$ cat src/mp_params.svh
// timing counts, resets and field sizes for the multiwidth port block
// assumes it is included by bare name from each design file
//
// Overview of operation
// - ports come in widths 1, 4, 8, 16 or 32 bits toward pins
// - all pins of one port share a single direction
// - port drives pins high or low, or samples them, optionally on a condition
// - each core access to the port completes in one cycle; here a write waits while the fifo is full and a read while it is empty
// - open drain mode pulls low on zero, floats on one, per port
// - data passes through a serialiser and transfer register buffer
// - a 16-bit port counter can time transfers to the transfer register
// - counter readable always; a transfer can wait for a future count
// - each transfer captures the counter as a timestamp
// - an enabled link disables the port on shared pins
// - an enabled narrower port takes shared pins from a wider port
// - pins not taken by a narrower port stay with the wider port
// - a port always transfers at its full nominal width
// - six clock blocks; block zero is the tile reference clock
// - clock blocks set the transfer rate of attached ports
// - a clock block may run from a 1-bit port input, optionally divided
// - ports accept input strobes and generate output strobes
// - after reset every port is attached to clock block 0
// - pin events go straight to the event scheduler, not interrupts
// - while in reset every pin has its pull-down enabled
`ifndef MP_PARAMS_SVH
`define MP_PARAMS_SVH
`define MP_CNT_W     16
`define MP_XFER_W    32
`define MP_NUM_CB    6
`define MP_CB_SEL_W  3
`define MP_DIV_W     8
`define MP_RST_CB    3'h0
`define MP_FIFO_DEP  4
`define MP_PORT_W    4
`endif

$ cat src/mp_port_dummy_note.sv
`timescale 1ns/10ps
`default_nettype none
// stub kept empty on purpose is not needed
`default_nettype wire

$ cat src/mp_pkg.sv
// shared types for the multiwidth port block
// assumes mp_params.svh sits in the same folder
`include "mp_params.svh"
package mp_pkg;
   // sampling condition held against the pins
   typedef enum logic [1:0] {
      MP_COND_NONE = 2'b00,
      MP_COND_EQ   = 2'b01,
      MP_COND_NEQ  = 2'b10
   } mp_cond_t;

   // per-port configuration, all level signals
   typedef struct packed {
      logic                    enable;
      logic                    dir_out;
      logic                    open_drain;
      logic [`MP_CB_SEL_W-1:0] clk_sel;
      mp_cond_t                cond;
      logic [`MP_XFER_W-1:0]   cond_val;
      logic                    strobe_in_en;
      logic                    strobe_out_en;
      logic                    timed;
      logic [`MP_CNT_W-1:0]    time_val;
   } mp_port_cfg_t;

   // per-clock-block configuration
   typedef struct packed {
      logic                 from_pin;
      logic [`MP_DIV_W-1:0] div;
   } mp_cb_cfg_t;
endpackage : mp_pkg

$ cat src/mp_fifo.sv
// small synchronous fifo with valid/ready on both sides
// assumes one clock and an asynchronous active high reset
`timescale 1ns/10ps
`default_nettype none
module mp_fifo #(
   parameter int WIDTH = 32,
   parameter int DEPTH = 4
) (
   input  wire logic             clk_sys,
   input  wire logic             rst,
   input  wire logic             flush,
   input  wire logic             in_valid,
   output logic                  in_ready,
   input  wire logic [WIDTH-1:0] in_data,
   output logic                  out_valid,
   input  wire logic             out_ready,
   output logic      [WIDTH-1:0] out_data
);
   localparam int AW = (DEPTH > 1) ? $clog2(DEPTH) : 1;
   localparam int CW = $clog2(DEPTH + 1);

   logic [WIDTH-1:0] mem_q [DEPTH];
   logic [AW-1:0]    wr_q;
   logic [AW-1:0]    rd_q;
   logic [CW-1:0]    cnt_q;
   logic             push;
   logic             pop;

   // honest full and empty from the fill count
   assign in_ready  = (cnt_q != CW'(DEPTH));
   assign out_valid = (cnt_q != '0);
   assign out_data  = mem_q[rd_q];
   assign push      = in_valid && in_ready;
   assign pop       = out_valid && out_ready;

   // storage, no reset needed on data
   always_ff @(posedge clk_sys)
   begin
      if (push)
         mem_q[wr_q] <= in_data;
   end

   // pointers wrap at depth, not at a power of two
   always_ff @(posedge clk_sys or posedge rst)
   begin
      if (rst)
      begin
         wr_q  <= '0;
         rd_q  <= '0;
         cnt_q <= '0;
      end
      else if (flush)
      begin
         wr_q  <= '0;
         rd_q  <= '0;
         cnt_q <= '0;
      end
      else
      begin
         if (push)
            wr_q <= (wr_q == AW'(DEPTH - 1)) ? '0 : wr_q + 1'b1;
         if (pop)
            rd_q <= (rd_q == AW'(DEPTH - 1)) ? '0 : rd_q + 1'b1;
         if (push && !pop)
            cnt_q <= cnt_q + 1'b1;
         else if (pop && !push)
            cnt_q <= cnt_q - 1'b1;
      end
   end
endmodule : mp_fifo
`default_nettype wire

$ cat src/mp_port.sv
// one hardware response port with its six clock blocks
// assumes pin inputs are synchronous to clk_sys; pads resolve out/oe_n
`timescale 1ns/10ps
`default_nettype none
`include "mp_params.svh"
module mp_port #(
   parameter int W     = `MP_PORT_W,
   parameter int DEPTH = `MP_FIFO_DEP
) (
   input  wire logic                          clk_sys,
   input  wire logic                          rst,
   input  wire mp_pkg::mp_port_cfg_t          port_cfg,
   input  wire mp_pkg::mp_cb_cfg_t [`MP_NUM_CB-1:0] cb_cfg,
   input  wire logic [`MP_NUM_CB-1:0]         cb_pin_src,
   input  wire logic                          link_en,
   input  wire logic [W-1:0]                  narrower_own,
   input  wire logic                          core_wr_valid,
   output logic                               core_wr_ready,
   input  wire logic [`MP_XFER_W-1:0]         core_wr_data,
   output logic                               core_rd_valid,
   input  wire logic                          core_rd_ready,
   output logic [`MP_XFER_W-1:0]              core_rd_data,
   output logic [`MP_CNT_W-1:0]               port_count,
   output logic [`MP_CNT_W-1:0]               timestamp,
   output logic                               pin_event,
   input  wire logic [W-1:0]                  pin_in,
   output logic [W-1:0]                       pin_out,
   output logic [W-1:0]                       pin_oe_n,
   output logic                               pin_pulldown,
   input  wire logic                          strobe_from_external,
   output logic                               strobe_to_external
);
   localparam int XW  = `MP_XFER_W;
   localparam int NCB = `MP_NUM_CB;
   localparam int SHN = XW / W;
   localparam logic [5:0] LAST = 6'(SHN - 1);

   // clock block ticks
   logic [NCB-1:0]         cb_tick;
   logic [NCB-1:0]         src_q;
   logic                   tick;

   // port counter and live state
   logic [`MP_CNT_W-1:0]   count_q;
   logic                   live;
   logic                   time_ok;

   // serialiser / deserialiser
   logic [XW-1:0]          sh_q;
   logic [5:0]             left_q;
   logic [W-1:0]           drv_q;
   logic                   wfull_q;
   logic [5:0]             nin_q;
   logic                   cond_ok;
   logic                   samp;
   logic                   stb_q;
   logic                   evt_q;
   logic [`MP_CNT_W-1:0]   ts_q;

   // fifo wiring
   logic                   f_in_valid;
   logic                   f_in_ready;
   logic [XW-1:0]          f_in_data;
   logic                   f_out_valid;
   logic                   f_out_ready;
   logic [XW-1:0]          f_out_data;
   logic                   load;
   logic [W-1:0]           drive;

   // a port counts only while enabled and not displaced by a link
   assign live = port_cfg.enable && !link_en;

   // pin source history for edge detection on the clock inputs
   always_ff @(posedge clk_sys or posedge rst)
   begin
      if (rst)
         src_q <= '0;
      else
         src_q <= cb_pin_src;
   end

   // one divider per clock block; block zero is the bare reference
   generate
      for (genvar i = 0; i < NCB; i++)
      begin : g_cb
         logic [`MP_DIV_W-1:0] div_q;
         logic                 src_edge;
         if (i == 0)
         begin : g_ref
            assign src_edge = 1'b1;
            assign cb_tick[i] = 1'b1;
            always_ff @(posedge clk_sys or posedge rst)
            begin
               if (rst)
                  div_q <= '0;
               else
                  div_q <= '0;
            end
         end
         else
         begin : g_prog
            // rising edge of a 1-bit port input, or every reference cycle
            assign src_edge = cb_cfg[i].from_pin ?
                              (cb_pin_src[i] && !src_q[i]) : 1'b1;
            assign cb_tick[i] = src_edge && (div_q == cb_cfg[i].div);
            always_ff @(posedge clk_sys or posedge rst)
            begin
               if (rst)
                  div_q <= '0;
               else if (cb_tick[i])
                  div_q <= '0;
               else if (src_edge)
                  div_q <= div_q + 1'b1;
            end
         end
      end
   endgenerate

   // the selected block paces every transfer of this port
   assign tick = live && (port_cfg.clk_sel < 3'(NCB)) &&
                 cb_tick[port_cfg.clk_sel];

   // free running port counter, wraps after all ones
   always_ff @(posedge clk_sys or posedge rst)
   begin
      if (rst)
         count_q <= '0;
      else if (!port_cfg.enable)
         count_q <= '0;
      else if (tick)
         count_q <= count_q + 1'b1;
   end

   assign port_count = count_q;

   // a timed transfer waits for the counter to reach its value
   assign time_ok = !port_cfg.timed || (count_q == port_cfg.time_val);

   // fifo sits between core and transfer register in either direction
   mp_fifo #(
      .WIDTH (XW),
      .DEPTH (DEPTH)
   ) u_fifo (
      .clk_sys   (clk_sys),
      .rst       (rst),
      .flush     (!port_cfg.enable),
      .in_valid  (f_in_valid),
      .in_ready  (f_in_ready),
      .in_data   (f_in_data),
      .out_valid (f_out_valid),
      .out_ready (f_out_ready),
      .out_data  (f_out_data)
   );

   // direction picks who fills and who drains; one-cycle handshakes
   always_comb
   begin
      if (port_cfg.dir_out)
      begin
         f_in_valid    = core_wr_valid && port_cfg.enable;
         f_in_data     = core_wr_data;
         core_wr_ready = f_in_ready && port_cfg.enable;
         core_rd_valid = 1'b0;
         f_out_ready   = load;
      end
      else
      begin
         f_in_valid    = wfull_q;
         f_in_data     = sh_q;
         core_wr_ready = 1'b0;
         core_rd_valid = f_out_valid;
         f_out_ready   = core_rd_ready;
      end
   end

   assign core_rd_data = f_out_data;

   // output load: empty serialiser, word waiting, counter at its time
   assign load = port_cfg.dir_out && tick && (left_q == '0) &&
                 f_out_valid && time_ok;

   // input condition compares the whole port width
   always_comb
   begin
      unique case (port_cfg.cond)
         mp_pkg::MP_COND_EQ:  cond_ok = (pin_in == port_cfg.cond_val[W-1:0]);
         mp_pkg::MP_COND_NEQ: cond_ok = (pin_in != port_cfg.cond_val[W-1:0]);
         default:             cond_ok = 1'b1;
      endcase
   end

   // first sample of a word waits for condition and time; all need strobe
   assign samp = !port_cfg.dir_out && tick && !wfull_q &&
                 (!port_cfg.strobe_in_en || strobe_from_external) &&
                 ((nin_q != '0) || (cond_ok && time_ok));

   // output serialiser shifts one port width per tick
   always_ff @(posedge clk_sys or posedge rst)
   begin
      if (rst)
      begin
         sh_q   <= '0;
         left_q <= '0;
         drv_q  <= '0;
      end
      else if (!port_cfg.enable)
      begin
         left_q <= '0;
         drv_q  <= '0;
      end
      else if (port_cfg.dir_out)
      begin
         if (load)
         begin
            drv_q  <= f_out_data[W-1:0];
            sh_q   <= f_out_data >> W;
            left_q <= LAST;
         end
         else if (tick && (left_q != '0))
         begin
            drv_q  <= sh_q[W-1:0];
            sh_q   <= sh_q >> W;
            left_q <= left_q - 1'b1;
         end
      end
      else if (samp)
         sh_q <= {pin_in, sh_q[XW-1:W]};
   end

   // deserialiser counts samples; a full word stalls until fifo takes it
   always_ff @(posedge clk_sys or posedge rst)
   begin
      if (rst)
      begin
         nin_q   <= '0;
         wfull_q <= 1'b0;
      end
      else if (!port_cfg.enable || port_cfg.dir_out)
      begin
         nin_q   <= '0;
         wfull_q <= 1'b0;
      end
      else
      begin
         if (samp)
            nin_q <= (nin_q == LAST) ? '0 : nin_q + 1'b1;
         if (samp && (nin_q == LAST))
            wfull_q <= 1'b1;
         else if (wfull_q && f_in_ready)
            wfull_q <= 1'b0;
      end
   end

   // timestamp at each word movement to or from the transfer register
   always_ff @(posedge clk_sys or posedge rst)
   begin
      if (rst)
         ts_q <= '0;
      else if (load || (samp && (nin_q == LAST)))
         ts_q <= count_q;
   end

   assign timestamp = ts_q;

   // output strobe marks each new value put on the pins
   always_ff @(posedge clk_sys or posedge rst)
   begin
      if (rst)
         stb_q <= 1'b0;
      else
         stb_q <= port_cfg.strobe_out_en &&
                  (load || (port_cfg.dir_out && tick && (left_q != '0)));
   end

   assign strobe_to_external = stb_q;

   // met condition is a scheduler event pulse, never an interrupt line
   always_ff @(posedge clk_sys or posedge rst)
   begin
      if (rst)
         evt_q <= 1'b0;
      else
         evt_q <= samp && (nin_q == '0) &&
                  (port_cfg.cond != mp_pkg::MP_COND_NONE);
   end

   assign pin_event = evt_q;

   // drive only output ports; narrower ports and links take pins away
   assign drive = {W{live && port_cfg.dir_out}} & ~narrower_own;

   // open drain releases a one, forces a zero low
   always_comb
   begin
      for (int i = 0; i < W; i++)
      begin
         if (!drive[i])
         begin
            pin_out[i]  = 1'b0;
            pin_oe_n[i] = 1'b1;
         end
         else if (port_cfg.open_drain)
         begin
            pin_out[i]  = 1'b0;
            pin_oe_n[i] = drv_q[i];
         end
         else
         begin
            pin_out[i]  = drv_q[i];
            pin_oe_n[i] = 1'b0;
         end
      end
   end

   // pull-downs follow reset directly so they hold from power on
   assign pin_pulldown = rst;

   // widths outside the supported set stop elaboration, not silently misbehave
   generate
      if ((W != 1) && (W != 4) && (W != 8) && (W != 16) && (W != 32))
      begin : g_bad_width
         $error("mp_port width not supported");
      end
   endgenerate
endmodule : mp_port
`default_nettype wire

$ cat config.mk
export PLATFORM = sky130hd
export DESIGN_NAME = mp_port
export DESIGN_NICKNAME = d
export VERILOG_FILES = /design/src/mp_port_dummy_note.sv /design/src/mp_pkg.sv /design/src/mp_fifo.sv /design/src/mp_port.sv
export VERILOG_INCLUDE_DIRS = /design/src
export SDC_FILE = /design/constraint.sdc
export NUM_CORES = 1
export LEC_CHECK = 0
export BUFFER_PORTS_ARGS = -buffer_cell sky130_fd_sc_hd__buf_2
export CELL_PAD_IN_SITES_DETAIL_PLACEMENT = 1
export CELL_PAD_IN_SITES_GLOBAL_PLACEMENT = 2
export CORE_ASPECT_RATIO = 2
export CORE_MARGIN = 4
export CORE_UTILIZATION = 40
export CTS_CLUSTER_SIZE = 8
export DETAILED_ROUTE_END_ITERATION = 10
export PLACE_DENSITY_LB_ADDON = 0.15
export SYNTH_ARGS = -nofsm -noshare
export SYNTH_HDL_FRONTEND = slang
export SYNTH_SLANG_ARGS = --single-unit
export TNS_END_PERCENT = 10
$ cat constraint.sdc
create_clock -name clk_sys -period 13.32 [get_ports clk_sys]
set_clock_uncertainty 0.05 [all_clocks]
set_input_delay 3.33 -clock clk_sys [delete_from_list [all_inputs] [get_ports clk_sys]]
set_output_delay 3.33 -clock clk_sys [all_outputs]
set_load 0.01 [all_outputs]
== After elaboration in Yosys (flattened, before gate mapping) ==
Memory sizes are Yosys's and may differ from the RTL's.
Index checks and enable logic that the tools add are counted.

* Flip-flop bits (word level): 136
* Output and inout bits: 77
* Memories: 1
* Word-level logic and storage cells: 197
* Bits of input ports: 165
* RAM bits: 128

* Multiplexer cells: 70
* Bitwise logic cells: 2
* Reductions and logical operators: 71
* Add/sub/neg operators: 12
* Equal/unequal tests: 21
* Magnitude comparators: 2

{| class="wikitable"
|+ Memory list
! name !! depth !! width !! read ports !! clocked after memory_dff !! wr ports !! RTL line !! source
|-
| u_fifo.mem_q || 4 || 32 || 1 || 0 || 1 || mp_fifo.sv:22 || <nowiki>logic [WIDTH-1:0] mem_q [DEPTH];</nowiki>
|}

{| class="wikitable"
|+ Operators by type and width
! cell !! count
|-
| $mux 32 || 5
|-
| $mux 8 || 10
|-
| $mux 6 || 7
|-
| $add 8x1->8 const B || 5
|-
| $eq 8x8->1 || 5
|-
| $logic_and 1x1->1 || 36
|-
| $mux 16 || 2
|-
| $mux 1 || 31
|-
| $add 16x1->16 const B || 1
|-
| $eq 16x16->1 || 1
|-
| $mux 4 || 4
|-
| $reduce_bool 2->1 || 8
|-
| $logic_not 1->1 || 13
|-
| $logic_not 6->1 || 2
|-
| $mux 2 || 6
|-
| $reduce_bool 6->1 || 2
|-
| $mux 3 || 3
|-
| $ne 3x1->1 const B || 3
|-
| $add 6x1->6 const B || 1
|-
| $eq 2x2->1 const B || 3
|-
| $eq 6x3->1 const B || 1
|-
| $logic_or 1x1->1 || 6
|-
| $ne 2x1->1 const B || 3
|-
| $reduce_bool 3->1 || 2
|-
| 17 further kinds || 18
|}

== Depth between registers and ports, before layout ==
* Depth in word-level cells: 17
* Mapped depth: 16

== By module ==
A second synthesis with hierarchy kept.

* Cell total of the unflattened synthesis: 996
* Area, all modules: 12379.4 µm²

{| class="wikitable"
|+ By module, submodules not included
! module !! seq. area each (µm²) !! area an instance (µm²) !! cells each !! instances
|-
| mp_port || 3203.1 || 7203.2 || 765 || 1
|-
| mp_fifo || 4018.9 || 5176.2 || 231 || 1
|}

== Least setup slack after synthesis ==
Ideal clock, no wire load.

* Path type: input to output
* Start: in port_cfg[58] (netlist bit)
* End: out pin_oe_n[0]
* Slack: 5316 ps
* Arrival: 4624 ps
* Data required time: 9940 ps
* Stages: 7
* Buffers on the path: 3
* Cells stage by stage: buf_2 -> clkinv_1 -> nor2_1 -> clkbuf_1 -> and2_1 -> clkbuf_1 -> nand2_1

* Word-level cells in the longest chain between the ends: 4

{| class="wikitable"
|+ RTL lines
! item !! RTL line !! source
|-
| from (decl) || mp_port.sv:12 || <nowiki>input wire mp_pkg::mp_port_cfg_t port_cfg,</nowiki>
|-
| $logic_and 1x1->1 || mp_port.sv:71 || <nowiki>assign live = port_cfg.enable && !link_en;</nowiki>
|-
| $logic_and 1x1->1 || mp_port.sv:290 || <nowiki>assign drive = {W{live && port_cfg.dir_out}} & ~narrower_own;</nowiki>
|-
| $and 4x4->4 || mp_port.sv:290 ||
|-
| $mux 1 || mp_port.sv:297 || <nowiki>if (!drive[i])</nowiki>
|-
| to (decl) || mp_port.sv:28 || <nowiki>output logic [W-1:0] pin_oe_n,</nowiki>
|}

Every way passes these cells.

== Worst setup path in the final report ==
* Start: in port_cfg[58] (netlist bit)
* End: out pin_out[0]

* Word-level cells in the longest chain between the ends: 4

{| class="wikitable"
|+ RTL lines
! item !! RTL line !! source
|-
| $logic_and 1x1->1 || mp_port.sv:71 ||
|-
| $logic_and 1x1->1 || mp_port.sv:290 ||
|-
| $and 4x4->4 || mp_port.sv:290 ||
|-
| $mux 1 || mp_port.sv:297 ||
|-
| to (decl) || mp_port.sv:27 || <nowiki>output logic [W-1:0] pin_out,</nowiki>
|}

Every way passes these cells.

==> run_results.csv <==
group,metric,value,unit
status,outcome,"complete, no violations",
logic_synthesis,ys_warn_count,0,
clocking,cts-resized-gates,0,
global_route,grt_max_degree,70,
power,power.internal,1.656,mW
logic_synthesis,async_flop_share,51.33,%
sta,final.setup.tns,0,ns
clocking,cts_hold_buffers,0,
critical_path,crit_required,9.94,ns
logic_synthesis,post-synth-top-count-cell,"dfrtp_1",
power,p_switching,0.6316,mW
finish,fillers,3267,
drt,drcViolationCount,0,
global_route,grt_pass1_vias,9714,
logic_synthesis,yosys.area_share.adder,1.968,%
drt,drtIter0Drc,280,
finish,nNetsFinal,1381,
power,swShare,27.60,%
sta,fin_crit,8.603,ns
finish,drive_gt1_share,27.91,%
sta,report.final.slew_viol_count,0,
power,power,2.288,mW
run,max_cap_violations,0,
logic_synthesis,synth_top_family_by_area,"multiplexers",
global_route,overflow,0,
finish,multi_input_area,0.004920,mm2
clocking,cts_setup_buffers,0,
logic_synthesis,seq_area_frac_synth,57.95,%
sta,tightest_slew,0.9610,ns
logic_synthesis,synth_ff_type,"dfrtp_1",
drt,drt_wl_total,35.27,mm
power,seq_power_share,46.1,%
power,cellPowerDensity,152.4,mW/mm2
finish,syn_to_final_growth,20.48,%
sta,setup_violations,0,
logic_synthesis,yosys-top-cells-count,"dfrtp_1 (135), edfxtp_1 (128), a21oi_1 (65)",
clocking,cts_tree,"done",
clocking,cts_root_buf,"clkbuf_16",
die,core-area,0.03086,mm2
critical_path,worstSetupPathType,"input port to primary output",
place,numPortBuffers,203,
logic_synthesis,ys_ff_latch,263,
drt,vias,8779,
die,ioPinCount,242,
power,pwr-share-clk,38.8,%
sta,slew-limit-headroom,35.93,%
logic_synthesis,synthCells,984,
logic_synthesis,synthSimpleGateAreaFrac,11.92,%
clocking,cts.sinks,263,
die,initial_core_util,40.39,%
die,die_h,257.6,um
sta,rsz0062_at_grt,"no",
critical_path,endpoint_kind,"primary output",
drt,first_pass_iters,6,
logic_synthesis,muxShareOfSynthArea,12.09,%
logic_synthesis,synth_top_area_share,30.84,%
logic_synthesis,synth.avg_cell_area,12.66,um2
logic_synthesis,ys_types,66,
power,vdd_drop_max,0.0001005,V
die,chipWidth,132.8,um
logic_synthesis,syn-num-nets,1168,
critical_path,worst-path-max-fanout,28,
drt,vias_per_cell,5.366,
finish,diodes,0,
sta,fmax,116.2,MHz
clocking,htree_levels,2,
logic_synthesis,yosys-top-cells-area,"edfxtp_1 (31%), dfrtp_1 (27%), mux4_2 (5.8%)",
clocking,numCtsBuffers,38,
global_route,grt_util_all_layers,20.50,%
global_route,grt_first_pass_wirelength,54.86,mm
logic_synthesis,synth-edff-count,128,
place,gp_congestion,0.7429,
global_route,antenna_found_initial,1,
logic_synthesis,synth_top_cell_by_area,"edfxtp_1",
die,dieArea,0.03421,mm2
die,num_rows,91,
logic_synthesis,synthXorXnorAreaFrac,6.747,%
sta,hold_viol,0,
clocking,cts.reportedPaths.clkPinSlew,0.05,ns
drt,ant_nets,0,
critical_path,arrival,5.22,ns
clocking,cts.path.max_buffers,3,
finish,register_area,0.007223,mm2
sta,finalCritPeriodShare,64.58,%
drt,wl_per_cell,21.56,um
logic_synthesis,syn_area,0.01246,mm2
clocking,worstSkewPairLatency,0.53,ns
critical_path,cp-start-kind,"input port",
power,leakagePower,6.123,nW
power,pwr-share-comb,15.1,%
min_path,holdCritPathClass,"register to register",
logic_synthesis,synth_compound_area_share,6.757,%
place,hpwl,24.20,mm
[layer usage]
metal	share of wire [%]	track usage, %	vias up	routed length, um
li1	-	-	4036	-
met5	0.051	0	-	18
met4	2.9	7.168	2	1018
met3	3.6	3.314	56	1281
met2	58	40.84	189	20450
met1	35	21.09	4496	12500
[sequential cells by signal, indices dropped and copies added (netlist names)]
| name | flops |
|---|---|
| u_fifo.wr_q | 2 |
| u_fifo.rd_q | 2 |
| wfull_q | 1 |
| u_fifo.cnt_q | 3 |
| port_count | 16 |
| src_q | 5 |
| timestamp | 16 |
| u_fifo.mem_q | 128 |
| pin_event | 1 |
| strobe_to_external | 1 |
| left_q | 6 |
| nin_q | 6 |
| sh_q | 32 |
| drv_q | 4 |
| g_cb.div_q | 40 |
[stage by stage]
stage          hold WS (ns)  util, %  std cells  setup slack [ns]  instance area (um2)
2_1_floorplan        0.4254        -        984             5.316                12460
3_3_place_gp         0.4139    45.15       1575             4.734                13930
3_5_place_dp         0.4206    45.15       1575             4.660                13930
4_1_cts              0.4320    48.66       1636             4.644                15010
5_1_grt              0.4404    48.66       1636             4.479                15010
6_report             0.4258    48.66       1636             4.717                15010
[cell usage in the layout (no fill, tap or decap), types with 3 or more instances in the layout]
| cell | instances |
|---|---|
| a21o_1 | 6 |
| a21oi_1 | 65 |
| and2_1 | 7 |
| and3_1 | 16 |
| buf_2 | 203 |
| buf_4 | 18 |
| clkbuf_1 | 20 |
| clkbuf_16 | 39 |
| dfrtp_1 | 134 |
| edfxtp_1 | 128 |
| ha_1 | 18 |
| inv_1 | 27 |
| mux2_1 | 10 |
| mux2_2 | 34 |
| mux2i_1 | 29 |
| mux4_2 | 32 |
| nand2_1 | 60 |
| nand2b_1 | 6 |
| nand3_1 | 29 |
| nand3b_1 | 6 |
| nand4_1 | 21 |
| nor2_1 | 62 |
| nor3_1 | 42 |
| nor4_1 | 4 |
| nor4b_1 | 4 |
| o211ai_1 | 5 |
| o21a_1 | 3 |
| o21ai_0 | 24 |
| o31ai_1 | 11 |
| or3_1 | 5 |
| or4_1 | 14 |
| xnor2_1 | 53 |
| xor2_1 | 43 |
[cell families (layout without fill, tap and decap cells)]
kind of cell / Yosys count / in the layout
AOI/OAI and AO/OA: 137 / 137
xor gates and xnor gates: 96 / 96
muxes: 105 / 105
and+or+nand+nor: 287 / 287
buffers and inverters: 77 / 311
adders and majority gates: 19 / 19
DFF: 263 / 263
[path summary, 6_finish.rpt]
check,start,to,slack [ns],depth (start not counted)
min,timestamp[3],timestamp[3],0.43,1
min in group asynchronous,rst,timestamp[15],2.86,2
min reg2reg,timestamp[3],timestamp[3],0.43,1
max,port_cfg[58],pin_out[0],4.72,9
max reg2reg,port_count[5],u_fifo.cnt_q[2],8.84,12
max in group asynchronous,rst,g_cb[5].div_q[0],8.89,3
[power groups by stage]
stage	Combinational, mW	Sequential, mW	Clock [mW]
after detailed placement	0.351	1.07	0
final	0.346	1.05	0.887
after global routing	0.394	1.07	0.953
after CTS	0.356	1.06	0.917
after global placement	0.340	1.07	0
after floorplan	0.253	1.03	0
[critical path, cell delays in order]
cell and delay, ns:
buf_2 0.08, buf_4 0.24, clkinv_1 0.09, buf_4 0.25
nor2_1 0.13, buf_4 0.18, nand2_1 0.28, nor4b_1 0.39
buf_2 0.21
[area by class of cell]
cell class                      instances  share of cell area [%]
Timing Repair Buffer                  221                   7.667
Multi-Input combinational cell        644                   32.77
Tap cell                              418                   3.483
Clock inverter                          2                  0.2167
Sequential cell                       263                   48.11
Clock buffer                           59                   7.000
Inverter                               29                  0.7583
No activity file was read; power rests on OpenSTA's default activity.
